[src/rtl/pdmc_map.vh]
// constants of the power-down mode controller: register map, fields, states
// assumes a 32-bit AXI4-Lite register bus and an 8-bit watchdog counter
`ifndef PDMC_MAP_VH
`define PDMC_MAP_VH

// ****************************************************************
// register byte offsets
// ****************************************************************
`define PDMC_OFS_STANDBY_SELECT_BIT_CTRL 8'h00
`define PDMC_OFS_MSTOP     8'h04
`define PDMC_OFS_WDOG_CTRL 8'h08
`define PDMC_OFS_WDOG_CNT  8'h0c
`define PDMC_OFS_STATUS    8'h10
`define PDMC_OFS_EVT_A     8'h14
`define PDMC_OFS_EVT_B     8'h18

// ****************************************************************
// field positions and widths
// ****************************************************************
`define PDMC_STANDBY_SELECT_BIT_BIT      0
`define PDMC_RTC_USE_BIT   1
`define PDMC_WDOG_RUN_BIT  7
`define PDMC_WDOG_SEL_HI   2
`define PDMC_WDOG_SEL_LO   0
`define PDMC_STAT_PWAKE    4
`define PDMC_STAT_HWREQ    5
`define PDMC_MSTOP_W       16
`define PDMC_EVT_W         12
`define PDMC_CNT_W         8
`define PDMC_PRE_W         16
`define PDMC_ST_W          3

// ****************************************************************
// reset values and counter marks
// ****************************************************************
`define PDMC_MSTOP_RST     16'h0000
`define PDMC_CNT_RST       8'h00
`define PDMC_CNT_REENTER   8'h80
`define PDMC_CNT_LAST      8'hff
`define PDMC_PRE_RST       16'h0000
`define PDMC_EVT_RST       12'h000

// ****************************************************************
// mode states
// ****************************************************************
`define PDMC_S_RUN         3'h0
`define PDMC_S_SLEEP       3'h1
`define PDMC_S_SWSTBY      3'h2
`define PDMC_S_SETTLE      3'h3
`define PDMC_S_HWSTBY      3'h4

// ****************************************************************
// bus responses
// ****************************************************************
`define PDMC_RESP_OKAY     2'h0
`define PDMC_RESP_SLVERR   2'h2

`endif

[src/rtl/pdmc_ca_sampler.v]
// hw standby pin sampler, stepped by rtc crystal edges
// assumes rtc_crystal_input and hw_standby_pin are synchronous to clk
`default_nettype none

module pdmc_hws_sampler (
	// clock and reset
	input  wire clk,
	input  wire reset_n,
	input  wire ce,
	// pins
	input  wire rtc_crystal_input,
	input  wire hw_standby_pin,
	// request
	output reg  request_q
);

	reg rtc_prev_q;
	reg low_seen_q;

	// two lows at rtc rising edges make a request
	always @(posedge clk or negedge reset_n) begin
		if (!reset_n) begin
			rtc_prev_q <= 1'b0;
			low_seen_q <= 1'b0;
			request_q  <= 1'b0;
		end else if (ce) begin
			rtc_prev_q <= rtc_crystal_input;
			if (rtc_crystal_input && !rtc_prev_q) begin
				low_seen_q <= !hw_standby_pin;
				if (!hw_standby_pin && low_seen_q)
					request_q <= 1'b1; // held until power-on reset
			end
		end
	end

endmodule // pdmc_hws_sampler

`default_nettype wire

[src/rtl/pdmc_top.v]
// power-down mode controller: sleep, software standby, module stop, hw standby
// assumes cpu, interrupt and reset inputs are synchronous to clk;
// reset_n is the power-on reset, manual_reset_n a synchronous level
`default_nettype none
`include "pdmc_map.vh"

// Function
// - sleep with standby bit 0 enters sleep; cpu halts, clock out runs
// - sleep drives upper state pin high, lower low
// - sleep wakes on nmi, external, level, port, peripheral irqs, ignoring block bit
// - interrupt wake starts exception and loads both event code registers
// - power-on or manual reset ends sleep
// - sleep instruction with standby bit 1 stops cpu, clocks, peripherals, clock out
// - software standby drives upper state pin low, lower high
// - standby wakes on nmi, rtc-gated ext, level, port, rtc irqs, or reset
// - after watchdog settle, clocks return, pins low, exception, code recorded
// - counter stops when standby cleared unless watchdog run bit set, else re-enters at 80, manual reset refused
// - standby accepts wake irqs even with block bit set
// - module stop bit 1 gates that peripheral clock, registers hold
// - clearing a stop bit or power-on reset restores the clock
// - hw standby pin low halts all but rtc, ignores irqs and manual reset
// - from sleep or settle resume first; from standby enter hw standby directly
// - hw standby pin sampled on rtc clock, two lows required
// - hw standby ends only by power-on reset
// - stop bits reset to 0, gating only when written 1
module pdmc_top (
	// clock, reset, enable
	input  wire                      clk,
	input  wire                      reset_n,
	input  wire                      ce,
	// axi4-lite write address and data
	input  wire [7:0]                s_axi_awaddr,
	input  wire                      s_axi_awvalid,
	output reg                       s_axi_awready,
	input  wire [31:0]               s_axi_wdata,
	input  wire [3:0]                s_axi_wstrb,
	input  wire                      s_axi_wvalid,
	output reg                       s_axi_wready,
	// axi4-lite write response
	output reg  [1:0]                s_axi_bresp,
	output reg                       s_axi_bvalid,
	input  wire                      s_axi_bready,
	// axi4-lite read
	input  wire [7:0]                s_axi_araddr,
	input  wire                      s_axi_arvalid,
	output reg                       s_axi_arready,
	output reg  [31:0]               s_axi_rdata,
	output reg  [1:0]                s_axi_rresp,
	output reg                       s_axi_rvalid,
	input  wire                      s_axi_rready,
	// cpu and interrupt sources
	input  wire                      sleep_exec,
	input  wire                      nmi_irq,
	input  wire                      ext_irq,
	input  wire                      encoded_level_irq,
	input  wire                      port_irq,
	input  wire                      periph_irq,
	input  wire                      rtc_irq,
	input  wire [`PDMC_EVT_W-1:0]    irq_code,
	// reset and standby pins
	input  wire                      manual_reset_n,
	input  wire                      rtc_crystal_input,
	input  wire                      hw_standby_pin,
	// state pins and clock gates
	output reg                       power_state_pin_hi,
	output reg                       power_state_pin_lo,
	output reg                       clock_output_en,
	output reg                       cpu_clk_en,
	output reg                       periph_clk_en,
	output reg  [`PDMC_MSTOP_W-1:0]  module_clk_en,
	// exception and reset requests
	output reg                       exception_start,
	output reg  [`PDMC_EVT_W-1:0]    event_code,
	output reg                       manual_reset_req,
	output reg                       hw_standby_active
);

	// ****************************************************************
	// declarations
	// ****************************************************************
	reg  [`PDMC_ST_W-1:0]    state_q;
	reg  [`PDMC_ST_W-1:0]    state_d;
	reg                      standby_select_bit_q;
	reg                      rtc_use_q;
	reg  [`PDMC_MSTOP_W-1:0] mstop_q;
	reg                      wdog_run_q;
	reg  [2:0]               wdog_sel_q;
	reg  [`PDMC_CNT_W-1:0]   cnt_q;
	reg  [`PDMC_PRE_W-1:0]   pre_q;
	reg                      pwake_q;
	reg  [`PDMC_EVT_W-1:0]   evt_a_q;
	reg  [`PDMC_EVT_W-1:0]   evt_b_q;
	reg                      aw_have_q;
	reg                      w_have_q;
	reg  [7:0]               aw_addr_q;
	reg  [31:0]              w_data_q;
	reg  [3:0]               w_strb_q;
	reg  [31:0]              rd_d;
	reg                      rd_hit;
	wire                     hw_req;
	wire                     tick;
	wire                     cnt_run;
	wire                     settle_done;
	wire                     sleep_wake;
	wire                     standby_select_bit_wake;
	wire                     mreset_ok;
	wire                     do_write;
	wire [31:0]              wmix_standby_select_bit;
	wire [31:0]              wmix_mstop;
	wire [31:0]              wmix_wctl;
	wire [31:0]              wmix_cnt;

	// ****************************************************************
	// helper functions
	// ****************************************************************
	// merge write data by byte strobes
	function [31:0] wmerge;
		input [31:0] old;
		input [31:0] data;
		input [3:0]  strb;
		integer      i;
		begin
			wmerge = old;
			for (i = 0; i < 4; i = i + 1) begin
				if (strb[i])
					wmerge[i*8 +: 8] = data[i*8 +: 8];
			end
		end
	endfunction

	// prescaler mask for a division select
	function [`PDMC_PRE_W-1:0] pre_mask;
		input [2:0] sel;
		begin
			pre_mask = ~({`PDMC_PRE_W{1'b1}} << ({1'b0, sel} << 1));
		end
	endfunction

	// ****************************************************************
	// hardware standby pin sampler
	// ****************************************************************
	pdmc_hws_sampler u_hws_sampler (
		.clk               (clk),
		.reset_n           (reset_n),
		.ce                (ce),
		.rtc_crystal_input (rtc_crystal_input),
		.hw_standby_pin    (hw_standby_pin),
		.request_q         (hw_req)
	);

	// ****************************************************************
	// wake decode and watchdog timing
	// ****************************************************************
	// block bit is no input, so it never blocks a wake
	assign sleep_wake = nmi_irq | ext_irq | encoded_level_irq | port_irq
		| periph_irq;
	// standby wake: nmi, others only with rtc
	assign standby_select_bit_wake = nmi_irq | (rtc_use_q
		& (ext_irq | encoded_level_irq | port_irq | rtc_irq));
	assign tick = ((pre_q & pre_mask(wdog_sel_q)) == pre_mask(wdog_sel_q));
	assign cnt_run = wdog_run_q | (state_q == `PDMC_S_SETTLE) | pwake_q;
	assign settle_done = tick && (cnt_q == `PDMC_CNT_LAST);
	// manual reset refused in hw standby or armed re-entry
	assign mreset_ok = !manual_reset_n && (state_q != `PDMC_S_HWSTBY)
		&& !(pwake_q && standby_select_bit_q);

	// ****************************************************************
	// mode state machine
	// ****************************************************************
	// next mode from the current one
	always @* begin
		state_d = state_q;
		case (state_q)
			`PDMC_S_RUN: begin
				if (hw_req)
					state_d = `PDMC_S_HWSTBY;
				else if (pwake_q && standby_select_bit_q && tick && cnt_q + 8'h01 == `PDMC_CNT_REENTER)
					state_d = `PDMC_S_SWSTBY;
				else if (sleep_exec && !standby_select_bit_q)
					state_d = `PDMC_S_SLEEP;
				else if (sleep_exec && standby_select_bit_q)
					state_d = `PDMC_S_SWSTBY;
			end
			`PDMC_S_SLEEP: begin
				if (hw_req || sleep_wake)
					state_d = `PDMC_S_RUN; // resume first
			end
			`PDMC_S_SWSTBY: begin
				if (hw_req)
					state_d = `PDMC_S_HWSTBY; // direct, clocks stopped
				else if (standby_select_bit_wake)
					state_d = `PDMC_S_SETTLE;
			end
			`PDMC_S_SETTLE: begin
				if (settle_done)
					state_d = `PDMC_S_RUN; // finish settle, then hw standby
			end
			`PDMC_S_HWSTBY: begin
				state_d = `PDMC_S_HWSTBY; // left only by power-on reset
			end
			default: begin
				state_d = `PDMC_S_RUN;
			end
		endcase
		if (mreset_ok)
			state_d = `PDMC_S_RUN; // manual reset ends sleep or standby
	end

	// mode register, exception start and event codes
	always @(posedge clk or negedge reset_n) begin
		if (!reset_n) begin
			state_q         <= `PDMC_S_RUN; // power-on reset ends any mode
			exception_start <= 1'b0;
			evt_a_q         <= `PDMC_EVT_RST;
			evt_b_q         <= `PDMC_EVT_RST;
			pwake_q         <= 1'b0;
		end else if (ce) begin
			state_q         <= state_d;
			exception_start <= 1'b0;
			if (!mreset_ok && ((state_q == `PDMC_S_SLEEP && sleep_wake && !hw_req)
				|| (state_q == `PDMC_S_SETTLE && settle_done))) begin
				exception_start <= 1'b1;
				evt_a_q         <= irq_code;
				evt_b_q         <= irq_code;
			end
			// post-wake count armed at settle end
			if (mreset_ok)
				pwake_q <= 1'b0;
			else if (state_q == `PDMC_S_SETTLE && settle_done)
				pwake_q <= 1'b1;
			else if (!standby_select_bit_q || state_d == `PDMC_S_SWSTBY || state_d == `PDMC_S_HWSTBY)
				pwake_q <= 1'b0;
		end
	end

	// ****************************************************************
	// mode outputs and clock gates
	// ****************************************************************
	always @(posedge clk or negedge reset_n) begin
		if (!reset_n) begin
			power_state_pin_hi <= 1'b0;
			power_state_pin_lo <= 1'b0;
			clock_output_en    <= 1'b1;
			cpu_clk_en         <= 1'b1;
			periph_clk_en      <= 1'b1;
			module_clk_en      <= ~`PDMC_MSTOP_RST;
			hw_standby_active  <= 1'b0;
			manual_reset_req   <= 1'b0;
			event_code         <= `PDMC_EVT_RST;
		end else if (ce) begin
			power_state_pin_hi <= (state_d == `PDMC_S_SLEEP);
			power_state_pin_lo <= (state_d == `PDMC_S_SWSTBY);
			// clock out runs in sleep, stops in standby
			clock_output_en    <= (state_d == `PDMC_S_RUN)
				|| (state_d == `PDMC_S_SLEEP);
			cpu_clk_en         <= (state_d == `PDMC_S_RUN);
			periph_clk_en      <= (state_d == `PDMC_S_RUN)
				|| (state_d == `PDMC_S_SLEEP);
			if ((state_d == `PDMC_S_RUN) || (state_d == `PDMC_S_SLEEP))
				module_clk_en <= ~mstop_q;
			else
				module_clk_en <= {`PDMC_MSTOP_W{1'b0}};
			hw_standby_active  <= (state_d == `PDMC_S_HWSTBY);
			manual_reset_req   <= mreset_ok;
			event_code         <= evt_a_q;
		end
	end

	// ****************************************************************
	// watchdog counter for settling and post-wake re-entry
	// ****************************************************************
	always @(posedge clk or negedge reset_n) begin
		if (!reset_n) begin
			pre_q <= `PDMC_PRE_RST;
			cnt_q <= `PDMC_CNT_RST;
		end else if (ce) begin
			if (cnt_run)
				pre_q <= pre_q + 16'h0001;
			else
				pre_q <= `PDMC_PRE_RST;
			// a software write wins over counting
			if (do_write && aw_addr_q == `PDMC_OFS_WDOG_CNT)
				cnt_q <= wmix_cnt[`PDMC_CNT_W-1:0];
			else if (cnt_run && tick)
				cnt_q <= cnt_q + 8'h01;
		end
	end

	// ****************************************************************
	// axi4-lite write path and control registers
	// ****************************************************************
	assign do_write  = aw_have_q && w_have_q && !s_axi_bvalid;
	assign wmix_standby_select_bit  = wmerge({30'h0, rtc_use_q, standby_select_bit_q}, w_data_q, w_strb_q);
	assign wmix_mstop = wmerge({16'h0, mstop_q}, w_data_q, w_strb_q);
	assign wmix_wctl  = wmerge({24'h0, wdog_run_q, 4'h0, wdog_sel_q}, w_data_q, w_strb_q);
	assign wmix_cnt   = wmerge({24'h0, cnt_q}, w_data_q, w_strb_q);

	// address and data in either order, answer after both
	always @(posedge clk or negedge reset_n) begin
		if (!reset_n) begin
			s_axi_awready <= 1'b0;
			s_axi_wready  <= 1'b0;
			s_axi_bvalid  <= 1'b0;
			s_axi_bresp   <= `PDMC_RESP_OKAY;
			aw_have_q     <= 1'b0;
			w_have_q      <= 1'b0;
			aw_addr_q     <= 8'h00;
			w_data_q      <= 32'h00000000;
			w_strb_q      <= 4'h0;
			standby_select_bit_q        <= 1'b0;
			rtc_use_q     <= 1'b0;
			mstop_q       <= `PDMC_MSTOP_RST;
			wdog_run_q    <= 1'b0;
			wdog_sel_q    <= 3'h0;
		end else if (ce) begin
			s_axi_awready <= 1'b0;
			s_axi_wready  <= 1'b0;
			if (s_axi_awvalid && !s_axi_awready && !aw_have_q) begin
				s_axi_awready <= 1'b1;
				aw_have_q     <= 1'b1;
				aw_addr_q     <= s_axi_awaddr;
			end
			if (s_axi_wvalid && !s_axi_wready && !w_have_q) begin
				s_axi_wready <= 1'b1;
				w_have_q     <= 1'b1;
				w_data_q     <= s_axi_wdata;
				w_strb_q     <= s_axi_wstrb;
			end
			if (s_axi_bvalid && s_axi_bready)
				s_axi_bvalid <= 1'b0;
			if (do_write) begin
				aw_have_q    <= 1'b0;
				w_have_q     <= 1'b0;
				s_axi_bvalid <= 1'b1;
				s_axi_bresp  <= `PDMC_RESP_OKAY;
				case (aw_addr_q)
					`PDMC_OFS_STANDBY_SELECT_BIT_CTRL: begin
						standby_select_bit_q    <= wmix_standby_select_bit[`PDMC_STANDBY_SELECT_BIT_BIT];
						rtc_use_q <= wmix_standby_select_bit[`PDMC_RTC_USE_BIT];
					end
					`PDMC_OFS_MSTOP: begin
						mstop_q <= wmix_mstop[`PDMC_MSTOP_W-1:0];
					end
					`PDMC_OFS_WDOG_CTRL: begin
						wdog_run_q <= wmix_wctl[`PDMC_WDOG_RUN_BIT];
						wdog_sel_q <= wmix_wctl[`PDMC_WDOG_SEL_HI:`PDMC_WDOG_SEL_LO];
					end
					`PDMC_OFS_WDOG_CNT: begin
						s_axi_bresp <= `PDMC_RESP_OKAY;
					end
					`PDMC_OFS_STATUS, `PDMC_OFS_EVT_A, `PDMC_OFS_EVT_B: begin
						s_axi_bresp <= `PDMC_RESP_OKAY; // read-only, write dropped
					end
					default: begin
						s_axi_bresp <= `PDMC_RESP_SLVERR;
					end
				endcase
			end
		end
	end

	// ****************************************************************
	// axi4-lite read path
	// ****************************************************************
	// read data mux
	always @* begin
		rd_d   = 32'h00000000;
		rd_hit = 1'b1;
		case (s_axi_araddr)
			`PDMC_OFS_STANDBY_SELECT_BIT_CTRL: rd_d = {30'h0, rtc_use_q, standby_select_bit_q};
			`PDMC_OFS_MSTOP:     rd_d = {16'h0, mstop_q}; // read-back
			`PDMC_OFS_WDOG_CTRL: rd_d = {24'h0, wdog_run_q, 4'h0, wdog_sel_q};
			`PDMC_OFS_WDOG_CNT:  rd_d = {24'h0, cnt_q};
			`PDMC_OFS_STATUS:    rd_d = {26'h0, hw_req, pwake_q, 1'b0, state_q};
			`PDMC_OFS_EVT_A:     rd_d = {20'h0, evt_a_q};
			`PDMC_OFS_EVT_B:     rd_d = {20'h0, evt_b_q};
			default:             rd_hit = 1'b0;
		endcase
	end

	// one read at a time, answer next cycle
	always @(posedge clk or negedge reset_n) begin
		if (!reset_n) begin
			s_axi_arready <= 1'b0;
			s_axi_rvalid  <= 1'b0;
			s_axi_rdata   <= 32'h00000000;
			s_axi_rresp   <= `PDMC_RESP_OKAY;
		end else if (ce) begin
			s_axi_arready <= 1'b0;
			if (s_axi_rvalid && s_axi_rready)
				s_axi_rvalid <= 1'b0;
			if (s_axi_arvalid && !s_axi_arready && !s_axi_rvalid) begin
				s_axi_arready <= 1'b1;
				s_axi_rvalid  <= 1'b1;
				s_axi_rdata   <= rd_d;
				s_axi_rresp   <= rd_hit ? `PDMC_RESP_OKAY : `PDMC_RESP_SLVERR;
			end
		end
	end

endmodule // pdmc_top

`default_nettype wire

[config.mk]
export PLATFORM = sky130hd
export DESIGN_NAME = pdmc_top
export DESIGN_NICKNAME = d
export VERILOG_FILES = /design/src/rtl/pdmc_ca_sampler.v /design/src/rtl/pdmc_top.v
export VERILOG_INCLUDE_DIRS = /design/src /design/src/rtl
export SDC_FILE = /design/constraint.sdc
export NUM_CORES = 1
export LEC_CHECK = 0
export ABC_AREA = 1
export BUFFER_PORTS_ARGS = -buffer_cell sky130_fd_sc_hd__buf_4
export CAP_MARGIN = 20
export CORE_AREA = 2 2 122 124
export CTS_CLUSTER_DIAMETER = 60
export DETAILED_ROUTE_END_ITERATION = 6
export DIE_AREA = 0 0 124 126
export GPL_TIMING_DRIVEN = 1
export PLACE_DENSITY = 0.76
export SETUP_SLACK_MARGIN = 0.1
export SLEW_MARGIN = 20
export SYNTH_ARGS = -nofsm -noshare
export SYNTH_HDL_FRONTEND = slang
export SYNTH_SLANG_ARGS = --single-unit
[constraint.sdc]
create_clock -name clk -period 1.8 [get_ports clk]
set_clock_uncertainty 0.15 [all_clocks]
set_input_delay 0.36 -clock clk [delete_from_list [all_inputs] [get_ports clk]]
set_output_delay 0.36 -clock clk [all_outputs]
set_load 0.01 [all_outputs]
Yosys cells after proc, flatten, opt, wreduce, memory -nomap -nowiden
Cells that the tools add are included.
- register bits after elaboration: 169
- output and inout bits: 77
- input port bits: 82
- reduce and logical (&&, ||, !) cells: 75
- multiplexer cells: 34
- shift-type cells: 1
- bitwise logic cells: 14
- equal/unequal tests: 24
- add/subtract/negate cells: 2
- operators with widths (operator ; count):
    $pmux W16 S6 ; 1
    $eq A8 B5 Y1 const B ; 6
    $eq A8 B4 Y1 const B ; 4
    $mux W16 ; 2
    $not A16 Y16 ; 2
    $mux W3 ; 9
    $logic_and A1 B1 Y1 ; 26
    $mux W8 ; 3
    $reduce_and A2 Y1 ; 11
    $add A16 B1 Y16 const B ; 1
    $and A16 B16 Y16 ; 1
    $eq A16 B16 Y1 ; 1
    $eq A8 B3 Y1 const B ; 2
    $eq A8 B8 Y1 const B ; 2
    $logic_not A8 Y1 ; 2
    $mux W1 ; 16
    $reduce_and A4 Y1 ; 4
    $shl A16 B4 Y16 const A ; 1
    $pmux W3 S5 ; 1
    $logic_not A1 Y1 ; 14
    $reduce_or A7 Y1 ; 2
    $or A1 B1 Y1 ; 10
    $reduce_bool A2 Y1 ; 5
    $eq A3 B2 Y1 const B ; 3
    other kinds (12) ; 21

Logic depth before layout (Yosys ltp)
- depth after elaboration: 16
- depth in mapped cells: 18

Hierarchy
Synthesis repeated with hierarchy kept, for this count alone.
- cell total of the unflattened synthesis: 823
- area total of the unflattened synthesis: 6921.6 um^2
- modules (own cells, without submodules) (module ; sequential area each (um^2) ; cells each ; area each (um^2) ; times used):
    pdmc_top ; 3676.0 ; 806 ; 6789.0 ; 1
    pdmc_hws_sampler ; 75.1 ; 17 ; 132.6 ; 1

Worst setup path before layout
No wires, ideal clock.
- path type: register to register
- from: register cnt_q[1]
- to: register module_clk_en[10]
- setup slack: -186 ps
- arrival: 1761 ps
- cell stages (with the launch flop): 16
- period minus slack after synthesis: 1986 ps
- cell sequence: dfrtp_1 ha_1 nand3_1 nor2_1 nand2_1 nor2_1 nand3_1 nand2_1 nand3_1 nand2_1 nor2_1 nand2_2 nand2_4 buf_6 nand2_1 nand2_1
- longest elaborated chain between the ends: 10
- elaborated cells between the ends (all ways): 14
- RTL lines (item ; line ; RTL):
    from (decl) ; pdmc_top.v:88 ; reg [`PDMC_CNT_W-1:0] cnt_q;
    from (signal assigned) ; pdmc_top.v:275 ; cnt_q <= `PDMC_CNT_RST;
    from (signal assigned) ; pdmc_top.v:283 ; cnt_q <= wmix_cnt[`PDMC_CNT_W-1:0];
    from (signal assigned) ; pdmc_top.v:285 ; cnt_q <= cnt_q + 8'h01;
    $add A8 B1 Y8 ; pdmc_top.v:177 ; else if (pwake_q && standby_select_bit_q && tick && cnt_q + 8'h01 == `PDMC_CNT_REENTER)
    $eq A8 B8 Y1 (no source line) ; n/a ;
    $logic_and A1 B1 Y1 (no source line) ; n/a ;
    $mux W3 ; pdmc_top.v:177 ;
    $mux W3 ; pdmc_top.v:175 ; if (hw_req)
    $pmux W3 S5 (*) ; pdmc_top.v:173 ; case (state_q)
    $mux W3 (*) ; pdmc_top.v:205 ; if (mreset_ok)
    $eq A3 B1 Y1 (no source line) / $logic_not A3 Y1 (equally long branches) ; n/a ;
    $logic_or A1 B1 Y1 (*) ; pdmc_top.v:259 ; if ((state_d == `PDMC_S_RUN) || (state_d == `PDMC_S_SLEEP))
    $mux W16 (*) ; pdmc_top.v:259 ;
    to (signal assigned) ; pdmc_top.v:246 ; module_clk_en <= ~`PDMC_MSTOP_RST;
    to (signal assigned) ; pdmc_top.v:260 ; module_clk_en <= ~mstop_q;
    to (signal assigned) ; pdmc_top.v:262 ; module_clk_en <= {`PDMC_MSTOP_W{1'b0}};
    to (decl) ; pdmc_top.v:70 ; output reg [`PDMC_MSTOP_W-1:0] module_clk_en,
Every way passes the cells marked *; elsewhere a longest branch is shown, timed or not.
A chain may end at the register's enable or synchronous reset.

Worst setup path in the final report
- from: register cnt_q[0]
- to: register module_clk_en[5]
Same word-level chain as after synthesis.

==> Implementation_results.wiki <==
{| class="wikitable"
! Metric !! Value
|-
| Count of final setup violators || between 40 and 50
|-
| Leakage power of the design || 4.98 nW
|-
| I/O pin cnt || between 150 and 200
|-
| Post-detailed-route via-to-cell ratio || 5.14
|-
| Total routed wirelength || 19.6 mm
|-
| Clock-pin slew on the worst setup and hold paths || approximately 0.060 ns
|-
| Crit Path Category || reg2reg
|-
| DRC violations left || 0
|-
| R2R Path End || module_clk_en[5]
|-
| Worst-case register-to-register setup slack || -0.39 ns
|-
| DRT antenna net count || 0
|-
| Post-route cell area || 10000 um^2
|-
| Capturing element type of the critical path || flop
|-
| VDD IR-drop max || about 0.00080 V
|-
| Peak per-stage delay on the critical path || between 0.4 and 0.5 ns
|-
| Mean Syn Cell Area || 8.34 um^2
|-
| CTS tree || done
|-
| Number of hold violations in the final report || 0
|-
| Synth-to-layout area growth || 45.3%
|-
| Pin count of the biggest net entering global routing || 38
|-
| Min-delay src || s_axi_awaddr[6]
|-
| Die area || 15600 um^2
|-
| Critical-path cell with the highest stage delay || sky130_fd_sc_hd__dfrtp_1
|-
| Clock tree sinks || 149
|-
| Gr ovfl total || 0
|-
| Pwr dens || between 1000 and 1500 nW/um^2
|-
| Startpoint of the most critical register-to-register path || cnt_q[0]
|-
| Critical path fanouts, max || 8
|-
| Worst EP required || about 2.0 ns
|-
| 1st-pass router iterations || 5
|-
| Area of the core region || ~14000 um^2
|-
| H-tree levels || 4
|-
| Number of DRC violations after detailed-routing iteration 0 || about 470
|-
| Floorplan row count || between 40 and 50
|-
| Proportion of layout cells with a drive suffix above 1 || between 30% and 40%
|-
| Horizontal die dimension || around 120 um
|-
| CP startpoint kind || flop
|-
| Number of global-route vias before repair || 6116
|-
| Capturing instance or port of the critical path || module_clk_en[5]
|-
| Worst-case reg-to-reg path depth || 17
|-
| Total of flip-flops plus latches after synthesis || around 150
|-
| Violated checks || setup timing
|-
| Area share of the leading cell type in the synthesized netlist || a little under half
|-
| Routed length per instance || between 15 and 20 um
|-
| Cell Area, Synth || just under 7000 um^2
|-
| GRT Total Usage || 24.7%
|-
| Number of clock buffers inserted by TritonCTS || 17
|-
| NumNets Final || about 1.1k
|-
| Max-Cap Viols || 0
|-
| Synth Warn # || 0
|-
| Setup repair after global routing missed its margin || yes
|-
| Result of the run || finished with violations
|-
| HPWL Detailed || between 10 and 15 mm
|-
| Clk_lat worst skew || ~0.43 ns
|-
| Number of max-slew violations in the final report || 0
|-
| Maximum buffer depth of the clock tree || 2
|-
| Period utilisation layout || 122%
|-
| Worst-path cell chain || buf_4 -> inv_2 -> nor2_4 -> nand2_2 -> nand2_2 -> nor2_2 -> nand2_1 -> nor2_1 -> nand2_1 -> nand2_1 -> nand2_1 -> nand2_2 -> nand2_4 -> nand3_4 -> nand2_8 -> nand2_1 -> nand2_1
|-
| Yosys top cell by area || sky130_fd_sc_hd__dfrtp_1
|-
| CTS Root Buffer Type || sky130_fd_sc_hd__clkbuf_16
|-
| Arrival time at the worst endpoint || between 2 and 2.5 ns
|-
| Synthesized instance count || a little over 800
|-
| Number of port buffers || between 100 and 150
|-
| Effective utilization at floorplan || roughly half
|-
| Number of inserted filler cells in the final layout || just over 1k
|-
| Last weighted congestion value of the routability-driven placer || 0.922
|-
| Class of the tightest hold or removal check || in2reg
|-
| Worst setup path startpoint || cnt_q[0]
|-
| Count of inserted antenna diode cells || 0
|-
| Final setup slack of the worst path || -0.395 ns
|-
| Post-placement cell area || between 8000 and 9000 um^2
|-
| Unique cell type count in the Yosys netlist || 39
|-
| Post-layout total power || approximately 0.012 W
|-
| FMAX || roughly 0.46 GHz
|-
| Die Span Y || ~130 um
|-
| Number of antenna violations at the first check in global routing || 0
|-
| Final period demand of the worst path || 2.19 ns
|-
| Vias after detailed routing || around 6.4k
|-
| Wire length of the first global-routing pass || 29.8 mm
|-
| Sequential element share of the synthesized area || a little over half
|-
| Cell mode on critical path || sky130_fd_sc_hd__nand2_1
|-
| Leading post-synthesis cells by cell area || sky130_fd_sc_hd__dfrtp_1 48%, sky130_fd_sc_hd__nand2_1 12%, sky130_fd_sc_hd__dfstp_2 6.9%, sky130_fd_sc_hd__o21ai_0 5.7%, sky130_fd_sc_hd__inv_1 5.5%
|}
-- through the flow --
step / hold WS, ns / setup TNS, ns / instances / utilization (%) / setup WS, ns
after global placement: 0.124 / -8.00 / 1194 / 60.3 / -0.250
after detailed placement: 0.123 / -10.61 / 1194 / 60.3 / -0.339
after floorplan: -0.0856 / -2.74 / 844 / - / -0.147
final: 0.0160 / -11.89 / 1246 / 70.0 / -0.395
after global routing: 0.0101 / -19.20 / 1246 / 70.0 / -0.542
after CTS: 0.00490 / -10.29 / 1237 / 66.7 / -0.341
-- critical path: cells and delay by family (launching register included) --
family	cells	cell delay, ns
and+or+nand+nor	15	1.28
DFF	1	0.42
buffers and inverters	2	0.24
-- metal layers --
metal  GRT usage, %  vias up  part of all wire [%]
li1               -     3055                     -
met1           32.4     3070                    41
met2           40.0      248                    50
met3           4.89       37                   6.5
met4           10.4        0                   2.6
met5              0        -                     0
-- worst min-delay path by stage --
stage                    to  slack (ns)  depth (start not counted)
4_1_cts        aw_addr_q[6]       0.005                          2
5_1_grt        aw_addr_q[5]        0.01                          2
3_5_place_dp       pre_q[1]        0.12                          1
6_report       aw_addr_q[6]        0.02                          2
3_3_place_gp       cnt_q[7]        0.12                          1
2_1_floorplan  aw_addr_q[0]       -0.09                          0
-- layout make-up --
type	count	area, um^2	share of cell area (%)
Inverter	103	387	3.86
Tap cell	184	230	2.30
Multi-Input combinational cell	548	3140	31.3
Clock inverter	11	175	1.75
Timing Repair Buffer	230	1900	19.0
Clock buffer	21	440	4.39
Sequential cell	149	3750	37.5
-- kinds of logic (layout without fill, tap and decap cells) --
| group | Yosys count | in the layout | synth area share, % |
|---|---|---|---|
| flip-flops | 149 | 149 | 54.4 |
| AND/OR/NAND/NOR | 365 | 366 | 21.8 |
| AO/OA/AOI/OAI | 150 | 150 | 12.1 |
| multiplexers | 10 | 10 | 1.63 |
| XOR/XNOR | 1 | 1 | 0.127 |
| adder cells (fa/ha/maj) | 3 | 3 | 0.544 |
| buffers and inverters | 148 | 365 | 9.38 |
| other | 1 | 18 | 0.0544 |
-- state kept, by name, summed over array words and instances (netlist names), 2 cells and up --
register	count
module_clk_en	16
mstop_q	16
s_axi_rdata	16
w_data_q	16
pre_q	14
event_code	12
evt_b_q	12
aw_addr_q	8
cnt_q	8
state_q	3
wdog_sel_q	3
w_strb_q	2
-- Yosys cell counts (all sizes together) --
master,number
a21oi,45
o221ai,1
xor2,1
a221oi,3
o31ai,4
o211ai,1
dfstp,18
nor3,14
o32ai,1
clkbuf,16
nand4,9
conb,1
o21bai,1
buf,29
nand3,23
o2111ai,1
mux2,10
nor3b,2
nor4,2
nand2,231
dfrtp,131
inv,103
o21a,3
o21ai,78
o22ai,11
a22o,1
and3,1
nor2,83
ha,3
-- placed cells by master (no fill, tap or decap), types with 4 or more instances in the layout --
cell type	synthesis	final
sky130_fd_sc_hd__buf_4	19	209
sky130_fd_sc_hd__nand2_1	227	179
sky130_fd_sc_hd__dfrtp_1	131	128
sky130_fd_sc_hd__inv_1	101	94
sky130_fd_sc_hd__nor2_1	81	59
sky130_fd_sc_hd__o21ai_0	78	46
sky130_fd_sc_hd__nand2_2	3	40
sky130_fd_sc_hd__a21oi_1	45	34
sky130_fd_sc_hd__o21ai_1	0	21
sky130_fd_sc_hd__clkbuf_16	0	19
sky130_fd_sc_hd__conb_1	1	18
sky130_fd_sc_hd__dfstp_2	18	18
sky130_fd_sc_hd__nor2_4	0	15
sky130_fd_sc_hd__nand3_1	21	13
sky130_fd_sc_hd__nand2_4	1	11
sky130_fd_sc_hd__a21oi_2	0	11
sky130_fd_sc_hd__o22ai_1	11	11
sky130_fd_sc_hd__buf_6	2	11
sky130_fd_sc_hd__o21ai_2	0	10
sky130_fd_sc_hd__mux2_2	10	10
sky130_fd_sc_hd__inv_2	2	9
sky130_fd_sc_hd__nor2_2	2	9
sky130_fd_sc_hd__nand4_1	9	9
sky130_fd_sc_hd__nor3_2	3	6
sky130_fd_sc_hd__nand3_2	2	6
sky130_fd_sc_hd__buf_12	0	6
sky130_fd_sc_hd__nor3_1	11	5
sky130_fd_sc_hd__nand3_4	0	4
sky130_fd_sc_hd__o31ai_1	4	4
sky130_fd_sc_hd__clkbuf_1	16	4
sky130_fd_sc_hd__bufinv_16	0	4
-- report_power, final --
part           switching [W]  leakage, nW  total [W]  internal (W)
sequential          0.000453         1.82    0.00454       0.00409
combinational        0.00185         2.86    0.00340       0.00154
clock                0.00141        0.292    0.00374       0.00233
total                0.00372         4.98     0.0117       0.00796
-- timing repair --
action                                  4_1_cts  5_1_grt
gates resized for setup                      69      111
endpoints found under the setup margin       63       76
endpoints found under the hold margin        67        0
hold buffers                                  1        0
cloned                                        3        3
pin swaps                                     5       25
setup buffers                                 7        6
Note: power is estimated with default switching activity, not from simulation.
